$ cat src/rtl/sram_ctl_pkg.sv
/*
 * Constants shared by the asynchronous static memory controller: pin widths,
 * timing figures in nanoseconds and the cycle counts derived from them.
 * Assumes a 50 MHz controller clock.
 */
package sram_ctl_pkg;
	localparam int CLK_PERIOD_NS = 20;
	localparam int ADDR_W = 15;
	localparam int DATA_W = 8;
	localparam int MEM_DEPTH = 32768;
	// Device timing figures, in nanoseconds.
	localparam int POWER_UP_WAIT_NS = 100000;
	localparam int WRITE_TO_HIGHZ_DELAY_NS = 5;
	localparam int DATA_SETUP_BEFORE_WRITE_END_NS = 6;
	localparam int WRITE_PULSE_NS = 7;
	localparam int READ_ACCESS_NS = 10;
	localparam int OUTPUT_OFF_NS = 5;
	localparam int DESELECT_TO_RETENTION_DELAY_NS = 0;
	// Least times round up and never fall below one cycle.
	function automatic int min_cycles(input int ns);
		int c;
		c = (ns + CLK_PERIOD_NS - 1) / CLK_PERIOD_NS;
		return (c < 1) ? 1 : c;
	endfunction
	localparam int POWER_UP_WAIT_CYC = min_cycles(POWER_UP_WAIT_NS);
	localparam int HIGHZ_CYC = min_cycles(WRITE_TO_HIGHZ_DELAY_NS);
	localparam int SETUP_CYC = min_cycles(DATA_SETUP_BEFORE_WRITE_END_NS);
	localparam int WRITE_PULSE_CYC = min_cycles(WRITE_PULSE_NS) > HIGHZ_CYC + SETUP_CYC ?
		min_cycles(WRITE_PULSE_NS) : HIGHZ_CYC + SETUP_CYC;
	localparam int READ_CYC = min_cycles(READ_ACCESS_NS);
	localparam int TURN_CYC = min_cycles(OUTPUT_OFF_NS);
	localparam int RETENTION_CYC = min_cycles(DESELECT_TO_RETENTION_DELAY_NS);
	localparam int CNT_W = 13;
	localparam int PU_CNT_W = 17;
	typedef enum logic [2:0] {
		ST_POWER_UP, ST_IDLE, ST_WR_PULSE, ST_WR_END, ST_RD_WAIT, ST_RD_TURN, ST_RETAIN
	} ctl_state_e;
endpackage

$ cat src/rtl/sram_delay_cnt.sv
/*
 * Loadable down counter used for every wait of the memory controller.
 * Assumes the owner loads a count and watches the done flag.
 */
`timescale 1ns/1ns
`default_nettype none
module sram_delay_cnt #(
	parameter int W = 17
) (
	// Clock and control.
	input wire logic core_clk,
	input wire logic reset_n,
	input wire logic clk_en,
	// Load and status.
	input wire logic load,
	input wire logic [W-1:0] load_val,
	output logic done
);
	logic [W-1:0] cnt_r;

	// Counts down to zero and then rests there.
	always_ff @(posedge core_clk) begin
		if (!reset_n) begin
			cnt_r <= '0;
		end else if (clk_en) begin
			if (load) begin
				cnt_r <= load_val;
			end else if (cnt_r != '0) begin
				cnt_r <= cnt_r - W'(1);
			end
		end
	end

	assign done = (cnt_r == '0);
endmodule
`default_nettype wire

$ cat src/rtl/sram_ctl.sv
/*
 * Controller that drives an asynchronous 32K x 8 static memory through its
 * select, write strobe, output drive control, address and data pins.
 * One request is served at a time: a byte write, a byte read, or a stay in
 * data retention with the memory deselected.
 * Assumes pins are synchronous to core_clk, that a board-level tri-state buffer
 * joins data_lines_out, data_lines_oe and data_lines_in, and that the memory meets
 * the timing figures held in the package.
 */
// Contract
// - Controller holds write data stable across the ending strobe edge.
// - Strobe-ended write with drive low lasts high-z delay plus data setup.
// - Controller does not drive data while the device still drives them.
// - Controller keeps write strobe high for every read cycle.
// - Address is valid no later than select falling for reads.
// - Controller waits 100 microseconds after power up before any access.
// - Retention may follow deselect at once; select stays high throughout.
`timescale 1ns/1ns
`default_nettype none
module sram_ctl
	import sram_ctl_pkg::*;
#(
	parameter int POWER_UP_CYCLES = POWER_UP_WAIT_CYC
) (
	// Clock, reset and enable.
	input wire logic core_clk,
	input wire logic reset_n,
	input wire logic clk_en,
	// User request side.
	input wire logic req_valid,
	input wire logic req_write,
	input wire logic [sram_ctl_pkg::ADDR_W-1:0] req_addr,
	input wire logic [sram_ctl_pkg::DATA_W-1:0] req_wdata,
	input wire logic retain_req,
	output logic req_ready,
	output logic rd_valid,
	output logic [sram_ctl_pkg::DATA_W-1:0] rd_data,
	output logic retaining,
	// Memory pins.
	output logic sel_n,
	output logic wr_strobe_n,
	output logic out_drive_n,
	output logic [sram_ctl_pkg::ADDR_W-1:0] addr_lines,
	input wire logic [sram_ctl_pkg::DATA_W-1:0] data_lines_in,
	output logic [sram_ctl_pkg::DATA_W-1:0] data_lines_out,
	output logic data_lines_oe
);
	import sram_ctl_pkg::*;

	ctl_state_e state_r, state_nxt;
	logic wait_load;
	logic [PU_CNT_W-1:0] wait_val;
	logic wait_done;
	// Power-up bookkeeping and the load port shared with the state machine.
	logic pu_loaded_r;
	logic pu_pending;
	logic cnt_load;
	logic [PU_CNT_W-1:0] cnt_val;
	// A request is taken only from idle, and a retention request outranks it.
	logic take;

	// One counter covers power-up, write pulse, read access and turnaround.
	sram_delay_cnt #(
		.W(PU_CNT_W)
	) u_wait (
		.core_clk(core_clk),
		.reset_n(reset_n),
		.clk_en(clk_en),
		.load(cnt_load),
		.load_val(cnt_val),
		.done(wait_done)
	);

	// Accept strobe for the address and data capture; the state machine decodes the same terms itself.
	assign take = (state_r == ST_IDLE) && req_valid && !retain_req;

	// Next state; the power-up wait is loaded as reset releases.
	always_comb begin
		state_nxt = state_r;
		wait_load = 1'b0;
		wait_val = '0;
		case (state_r)
			ST_POWER_UP: begin
				// The counter still reads zero on the load cycle, so wait for the load first.
				if (wait_done && !pu_pending) begin
					state_nxt = ST_IDLE;
				end
			end
			ST_IDLE: begin
				if (retain_req) begin
					state_nxt = ST_RETAIN;
				end else if (req_valid && req_write) begin
					state_nxt = ST_WR_PULSE;
					wait_load = 1'b1;
					wait_val = PU_CNT_W'(WRITE_PULSE_CYC - 1);
				end else if (req_valid) begin
					state_nxt = ST_RD_WAIT;
					wait_load = 1'b1;
					wait_val = PU_CNT_W'(READ_CYC - 1);
				end
			end
			ST_WR_PULSE: begin
				if (wait_done) begin
					state_nxt = ST_WR_END;
				end
			end
			ST_WR_END: begin
				state_nxt = ST_IDLE;
			end
			ST_RD_WAIT: begin
				if (wait_done) begin
					state_nxt = ST_RD_TURN;
					wait_load = 1'b1;
					wait_val = PU_CNT_W'(TURN_CYC - 1);
				end
			end
			ST_RD_TURN: begin
				if (wait_done) begin
					state_nxt = ST_IDLE;
				end
			end
			ST_RETAIN: begin
				if (!retain_req) begin
					state_nxt = ST_IDLE;
				end
			end
			default: begin
				state_nxt = ST_IDLE;
			end
		endcase
	end

	// State register; reset restarts the power-up wait.
	// A low clock enable freezes the state together with every other register.
	always_ff @(posedge core_clk) begin
		if (!reset_n) begin
			state_r <= ST_POWER_UP;
		end else if (clk_en) begin
			state_r <= state_nxt;
		end
	end

	// Power-up load is a separate pulse so the counter starts full after reset.
	// Any reset, also one in mid-run, restarts the whole wait before the next access.
	always_ff @(posedge core_clk) begin
		if (!reset_n) begin
			pu_loaded_r <= 1'b0;
		end else if (clk_en) begin
			pu_loaded_r <= 1'b1;
		end
	end
	// The load is pending on the first enabled cycle after reset.
	assign pu_pending = !pu_loaded_r;

	// Address and write data are latched on acceptance and held until the next one.
	always_ff @(posedge core_clk) begin
		if (!reset_n) begin
			addr_lines <= '0;
			data_lines_out <= '0;
		end else if (clk_en && take) begin
			addr_lines <= req_addr;
			data_lines_out <= req_wdata;
		end
	end

	// Strobes: in a write, select and write strobe fall and rise together, so each write ends on
	// one shared edge and the data outputs never get a chance to turn on between them.
	// The read turnaround state keeps the next write off the lines the memory drove.
	always_ff @(posedge core_clk) begin
		if (!reset_n) begin
			sel_n <= 1'b1;
			wr_strobe_n <= 1'b1;
			out_drive_n <= 1'b1;
			data_lines_oe <= 1'b0;
		end else if (clk_en) begin
			sel_n <= !(state_nxt == ST_WR_PULSE || state_nxt == ST_RD_WAIT);
			wr_strobe_n <= !(state_nxt == ST_WR_PULSE);
			out_drive_n <= !(state_nxt == ST_RD_WAIT);
			// Data stays driven through the end cycle so it holds past the rising strobe.
			data_lines_oe <= (state_nxt == ST_WR_PULSE || state_nxt == ST_WR_END);
		end
	end

	// Read data is sampled in the last access cycle, while select is still low.
	// The byte is taken at the edge that raises select, before the outputs turn off.
	always_ff @(posedge core_clk) begin
		if (!reset_n) begin
			rd_valid <= 1'b0;
			rd_data <= '0;
		end else if (clk_en) begin
			rd_valid <= (state_r == ST_RD_WAIT && wait_done);
			if (state_r == ST_RD_WAIT && wait_done) begin
				rd_data <= data_lines_in;
			end
		end
	end

	// Status flags toward the user.
	always_ff @(posedge core_clk) begin
		if (!reset_n) begin
			req_ready <= 1'b0;
			retaining <= 1'b0;
		end else if (clk_en) begin
			req_ready <= (state_nxt == ST_IDLE) && !retain_req;
			retaining <= (state_nxt == ST_RETAIN);
		end
	end

	// The power-up load shares the counter load port with the state machine.
	// It never meets a state machine load, since the machine loads only from idle and read wait
	// and the first enabled cycle after reset always finds it in power-up.
	assign cnt_load = pu_pending ? 1'b1 : wait_load;
	assign cnt_val = pu_pending ? PU_CNT_W'(POWER_UP_CYCLES) : wait_val;
endmodule
`default_nettype wire

$ cat config.mk
export PLATFORM = sky130hd
export DESIGN_NAME = sram_ctl
export DESIGN_NICKNAME = d
export VERILOG_FILES = /design/src/rtl/sram_ctl_pkg.sv /design/src/rtl/sram_delay_cnt.sv /design/src/rtl/sram_ctl.sv
export SDC_FILE = /design/constraint.sdc
export NUM_CORES = 1
export LEC_CHECK = 0
export ABC_AREA = 1
export BUFFER_PORTS_ARGS = -buffer_cell sky130_fd_sc_hd__buf_2
export CORE_AREA = 2 2 77 79
export DETAILED_ROUTE_END_ITERATION = 8
export DIE_AREA = 0 0 79 81
export GPL_ROUTABILITY_DRIVEN = 0
export HOLD_SLACK_MARGIN = 0.12
export PLACE_DENSITY = 0.77
export SLEW_MARGIN = 25
export SYNTH_ARGS = -nofsm -noshare
export SYNTH_HDL_FRONTEND = slang
export SYNTH_SLANG_ARGS = --single-unit
$ cat constraint.sdc
create_clock -name core_clk -period 2 [get_ports core_clk]
set_input_delay 0.1 -clock core_clk [delete_from_list [all_inputs] [get_ports core_clk]]
set_output_delay 0.1 -clock core_clk [all_outputs]
set_load 0.02 [all_outputs]
======== Word level (Yosys, flattened, before mapping) ========
Index checks and enable logic that the tools add are counted.
storage, ports and cells
  register bits ........................... 59
  bits of input ports ..................... 37
  output and inout port bits .............. 38
  logic and storage cells ................. 64
operators by class
  reductions and logical operators ........ 19
  multiplexer cells ....................... 21
  equal/unequal tests ..................... 10
  add/sub/neg operators ................... 1
operators with widths
  operator                                              number
  two-way mux 17 bit                                    3
  two-way mux 3 bit                                     8
  case mux 3 bit (6 select lines)                       1
  logical NOT 17 bit                                    1
  nonzero test 17 bit                                   1
  subtractor 17 x 1 -> 17 bit (second input constant)   1
  equality test 3 bit (second input constant)           5
  equality test 3 x 2 -> 1 bit (second input constant)  3
  two-way mux 1 bit                                     8
  logical AND 1 bit                                     7
  equality test 3 x 1 -> 1 bit (second input constant)  2
  logical NOT 1 bit                                     4
  AND reduction 2 bit                                   2
  logical NOT 3 bit                                     1
  logical OR 1 bit                                      2
  case mux 1 bit (2 select lines)                       1
  nonzero test 2 bit                                    1

======== Longest topological paths before layout ========
  word-level depth ........................ 7
  depth in mapped cells ................... 13
  mapped depth without buffers ............ 13

======== By module ========
Synthesis repeated with hierarchy kept, for this count alone.
unflattened totals
  cells, all modules ...................... 456
  area total of the unflattened synthesis .. 2999.1 µm²
modules (own cells, without submodules)
  module          cells each  area each (µm²)  sequential area each (µm²)  instances
  sram_ctl        242         1773.0           840.8                       1
  sram_delay_cnt  214         1226.2           340.3                       1

======== Worst setup path before layout ========
Ideal clock, no wire load.
  kind .................................... reg2reg
  start point ............................. reg u_wait.cnt_r[0]
  end point ............................... reg u_wait.cnt_r[8]
  setup slack ............................. 0.493 ns
  required time ........................... 1.871 ns
  buffers on the path ..................... 1
  period minus slack after synthesis ...... 1.507 ns
  stages on the path, launching flop included .. 13
  library setup time ...................... 0.129 ns
  data arrival time ....................... 1.378 ns
  cells stage by stage .................... dfxtp_1 -> inv_1 -> ha_1 -> inv_1 -> nor2_1 -> nand2_1 -> nor2_4 -> nand4_4 -> nand2_4 -> buf_12 -> nand2_1 -> nand2_1 -> a21oi_1
between the ends
  cells in the longest elaborated chain, start to end .. 6
  elaborated cells on any way between the ends .. 10
  classes of those cells .................. add/sub (1); mux (5); reduce/logical (4)
RTL lines
  what                                                                 line                  RTL
  start: declaration                                                   sram_delay_cnt.sv:19  logic [W-1:0] cnt_r;
  start signal: assignment                                             sram_delay_cnt.sv:27  cnt_r <= load_val;
  start signal: assignment                                             sram_delay_cnt.sv:29  cnt_r <= cnt_r - W'(1);
  branches (longest 6 deep; another with subtractor 17 x 1 -> 17 bit)  --
Parallel ways; which one is timed is not known. The select of a mux whose other input is x is not followed.
A chain may end at the register's enable or synchronous reset.

======== Final worst setup path ========
  start point ............................. reg u_wait.cnt_r[0]
  end point ............................... reg rd_data[1] (netlist name)
between the ends
  cells in the longest elaborated chain, start to end .. 3
RTL lines
  what                           line                  RTL
  logical NOT 17 bit             sram_delay_cnt.sv:34  assign done = (cnt_r == '0);
  logical AND 1 bit              sram_ctl.sv:192       if (state_r == ST_RD_WAIT && wait_done) begin
  AND reduction 2 bit (no line)  --
  end signal: assignment         sram_ctl.sv:193       rd_data <= data_lines_in;
  end: declaration               sram_ctl.sv:37        output logic [sram_ctl_pkg::DATA_W-1:0] rd_data,
Every way passes these cells.

==> out/qor.csv <==
stage,metric,value,unit
pwr,vdd_drop_max,584,uV
floorplanning,die_area,6400,um2
clock_tree,postCtsHoldBufs,32,
pwr,power_density,819,nW/um2
sta,tns,0,ps
setup_path,critPathRequiredTime,2240,ps
synthesis,yosys_warnings,0,
final_layout,drive_above_1_share,0.214,
pwr,p_leak,1.84,nW
detailed_routing,via_count,3065,
clock_tree,cts_buffers,9,
setup_path,worstPathMaxFanout,9,
floorplanning,start_util,0.497,
setup_path,cp.arrival,2040,ps
hold_path,min_path_type,in2reg,
clock_tree,cts-root-buf,clkbuf_8,
synthesis,ys_seq_area_frac,0.419,
sta,setup_slack,198,ps
placement,dp_slack,256,ps
final_layout,diodes,0,
synthesis,syn_area_per_cell,6.86,um2
detailed_routing,viasPerCell,5.12,
sta,hold_violations,0,
synthesis,ys_top_cells_by_area,"dfxtp_1, nor2_1, nand2_1",
pwr,p_total,3.11,mW
clock_tree,cts_max_level,3,
floorplanning,core,5680,um2
placement,hpwlAfterDp,4.84,mm
setup_path,cp-startpoint,u_wait.cnt_r[0],
detailed_routing,drt_wl_total,7.88,mm
sta,finalCriticalPeriod,1800,ps
clock_tree,cts_resized,0,
sta,finalSetupViolCount,0,
sta,period_share,0.901,
floorplanning,die_w,79,um
clock_tree,post-cts-setup-buffer-count,0,
floorplanning,io_pins,75,
synthesis,ys_types,28,
global_route,grt_pass1_wl,13.1,mm
detailed_routing,drc,0,
setup_path,critPathKind,reg2reg,
synthesis,yosys.area.top_type_share,0.419,
setup_path,crit_path_start_kind,register,
detailed_routing,wire_per_inst,13.1,um
floorplanning,rows,28,
global_route,grt_max_degree,40,
detailed_routing,detail-route-antenna-nets,0,
sta,rsz0062_at_grt,false,
sta,fin_skew,7.36,ps
setup_path,r2r-start,u_wait.cnt_r[0],
clock_tree,cts.clk_slew.worst_paths,70,ps
synthesis,synth_seq_cells,59,
detailed_routing,drt_iter0_markers,183,
global_route,track_usage,0.265,
detailed_routing,dr.pass1.iters,5,
final_layout,area_growth,34.5,%
floorplanning,die_h,81,um
synthesis,syn_inst,411,
final_layout,final_core_util,0.668,
clock_tree,cts.sinks,59,
synthesis,synth_nets,450,
sta,fmax,0.555,GHz
placement,place.port_buffers,74,
synthesis,synthesis.area,2820,um2
setup_path,cp-end-kind,register,
job,cap_violations,0,
clock_tree,cts_tree,done,
clock_tree,cts_buffer_depth,2,
sta,drv_slew,0,
sta,worstMarginPinSlew,616,ps
sta,slew_headroom,0.589,
final_layout,nNetsFinal,558,
synthesis,synth.largest_area_cell,dfxtp_1,
global_route,grt_pass1_vias,2928,
global_route,grt_overflow,0,
clock_tree,clkLatencyLatePin,340,ps
run_status,status,completed,
global_route,antenna_found_initial,0,
hold_path,hp-start,req_write,
==> sequential cells by signal, summed over array words and instances (netlist names) <==
name            count
retaining           1
data_lines_out      8
pu_loaded_r         1
data_lines_oe       1
u_wait.cnt_r       17
out_drive_n         1
req_ready           1
rd_valid            1
addr_lines         15
rd_data             8
wr_strobe_n         1
sel_n               1
state_r             3
==> where the power goes <==
part / internal (mW) / switching [mW]
logic: 0.204 / 0.319
clock network: 0.863 / 0.462
registers: 1.22 / 0.0389
==> worst max-delay path: stages, from the launching register on <==
cell and delay, ps:
dfxtp_1 320, inv_1 120, ha_1 170, inv_1 40, nor2_1 70, nand2_1 90, nor2_4 180, nand3_2 150
nor2_4 230, inv_2 120, nor2_1 120, nor2_1 60
==> worst paths after layout <==
| path | end | slack [ps] | cells past startpoint |
|---|---|---|---|
| worst max register to register | rd_data[1] | 200 | 11 |
| worst min-delay path | u_wait.cnt_r[0] | 180 | 5 |
| worst max-delay path | rd_data[1] | 200 | 11 |
| worst min register to register | rd_valid | 460 | 2 |
==> stage by stage <==
stage | cell area [um2] | cells | hold slack (ps)
floorplan | 2820 | 411 | 235
CTS | 3790 | 599 | 160
global placement | 3230 | 551 | 324
finish | 3790 | 599 | 175
global route | 3790 | 599 | 158
detailed placement | 3230 | 551 | 329
==> layer usage <==
metal  GRT usage  share of wire  vias up
met5           0              0        -
met4       0.121          0.027        0
met3      0.0844          0.068       23
met2       0.470           0.52      110
met1       0.288           0.39     1410
li1            -              -     1522
==> kinds of logic (layout without fill, tap and decap cells) <==
logic type,after synthesis,after routing,share of synthesized area
AOI/OAI and AO/OA,65,65,0.125
xor gates and xnor gates,4,4,0.0124
buffers and inverters,51,164,0.0817
DFF,59,59,0.419
adders and majority gates,2,2,0.00888
and+or+nand+nor,230,230,0.353
==> cells in the final DEF (no fill, tap or decap), drive strengths merged, types with 2 or more instances in the layout <==
cell,count
a21oi,26
bufinv,3
nor2,107
ha,2
nand2,86
dfxtp,59
clkbuf,12
o21ai,38
nand3,26
xor2,3
buf,79
inv,37
nor3,5
nand4,5
dlygate4sd3,32
==> synth_stat cells, drive strengths merged <==
cell	n
nand2	86
clkbuf	7
a21oi	26
dfxtp	59
xor2	3
inv	37
nand4	5
buf	7
nor2	107
o21ai	38
ha	2
nand3	26
a31oi	1
nor3	5
xnor2	1
and2	1
==> layout make-up <==
type                       count  area [um2]
clock buffer                  12         145
clock inverter                 4        97.6
fill                         467        1880
inverter                      37         139
multi-input combinational    301        1410
sequential                    59        1180
tap                           75        93.8
timing repair buffer         111         728
No activity file was read; power rests on OpenSTA's default activity.
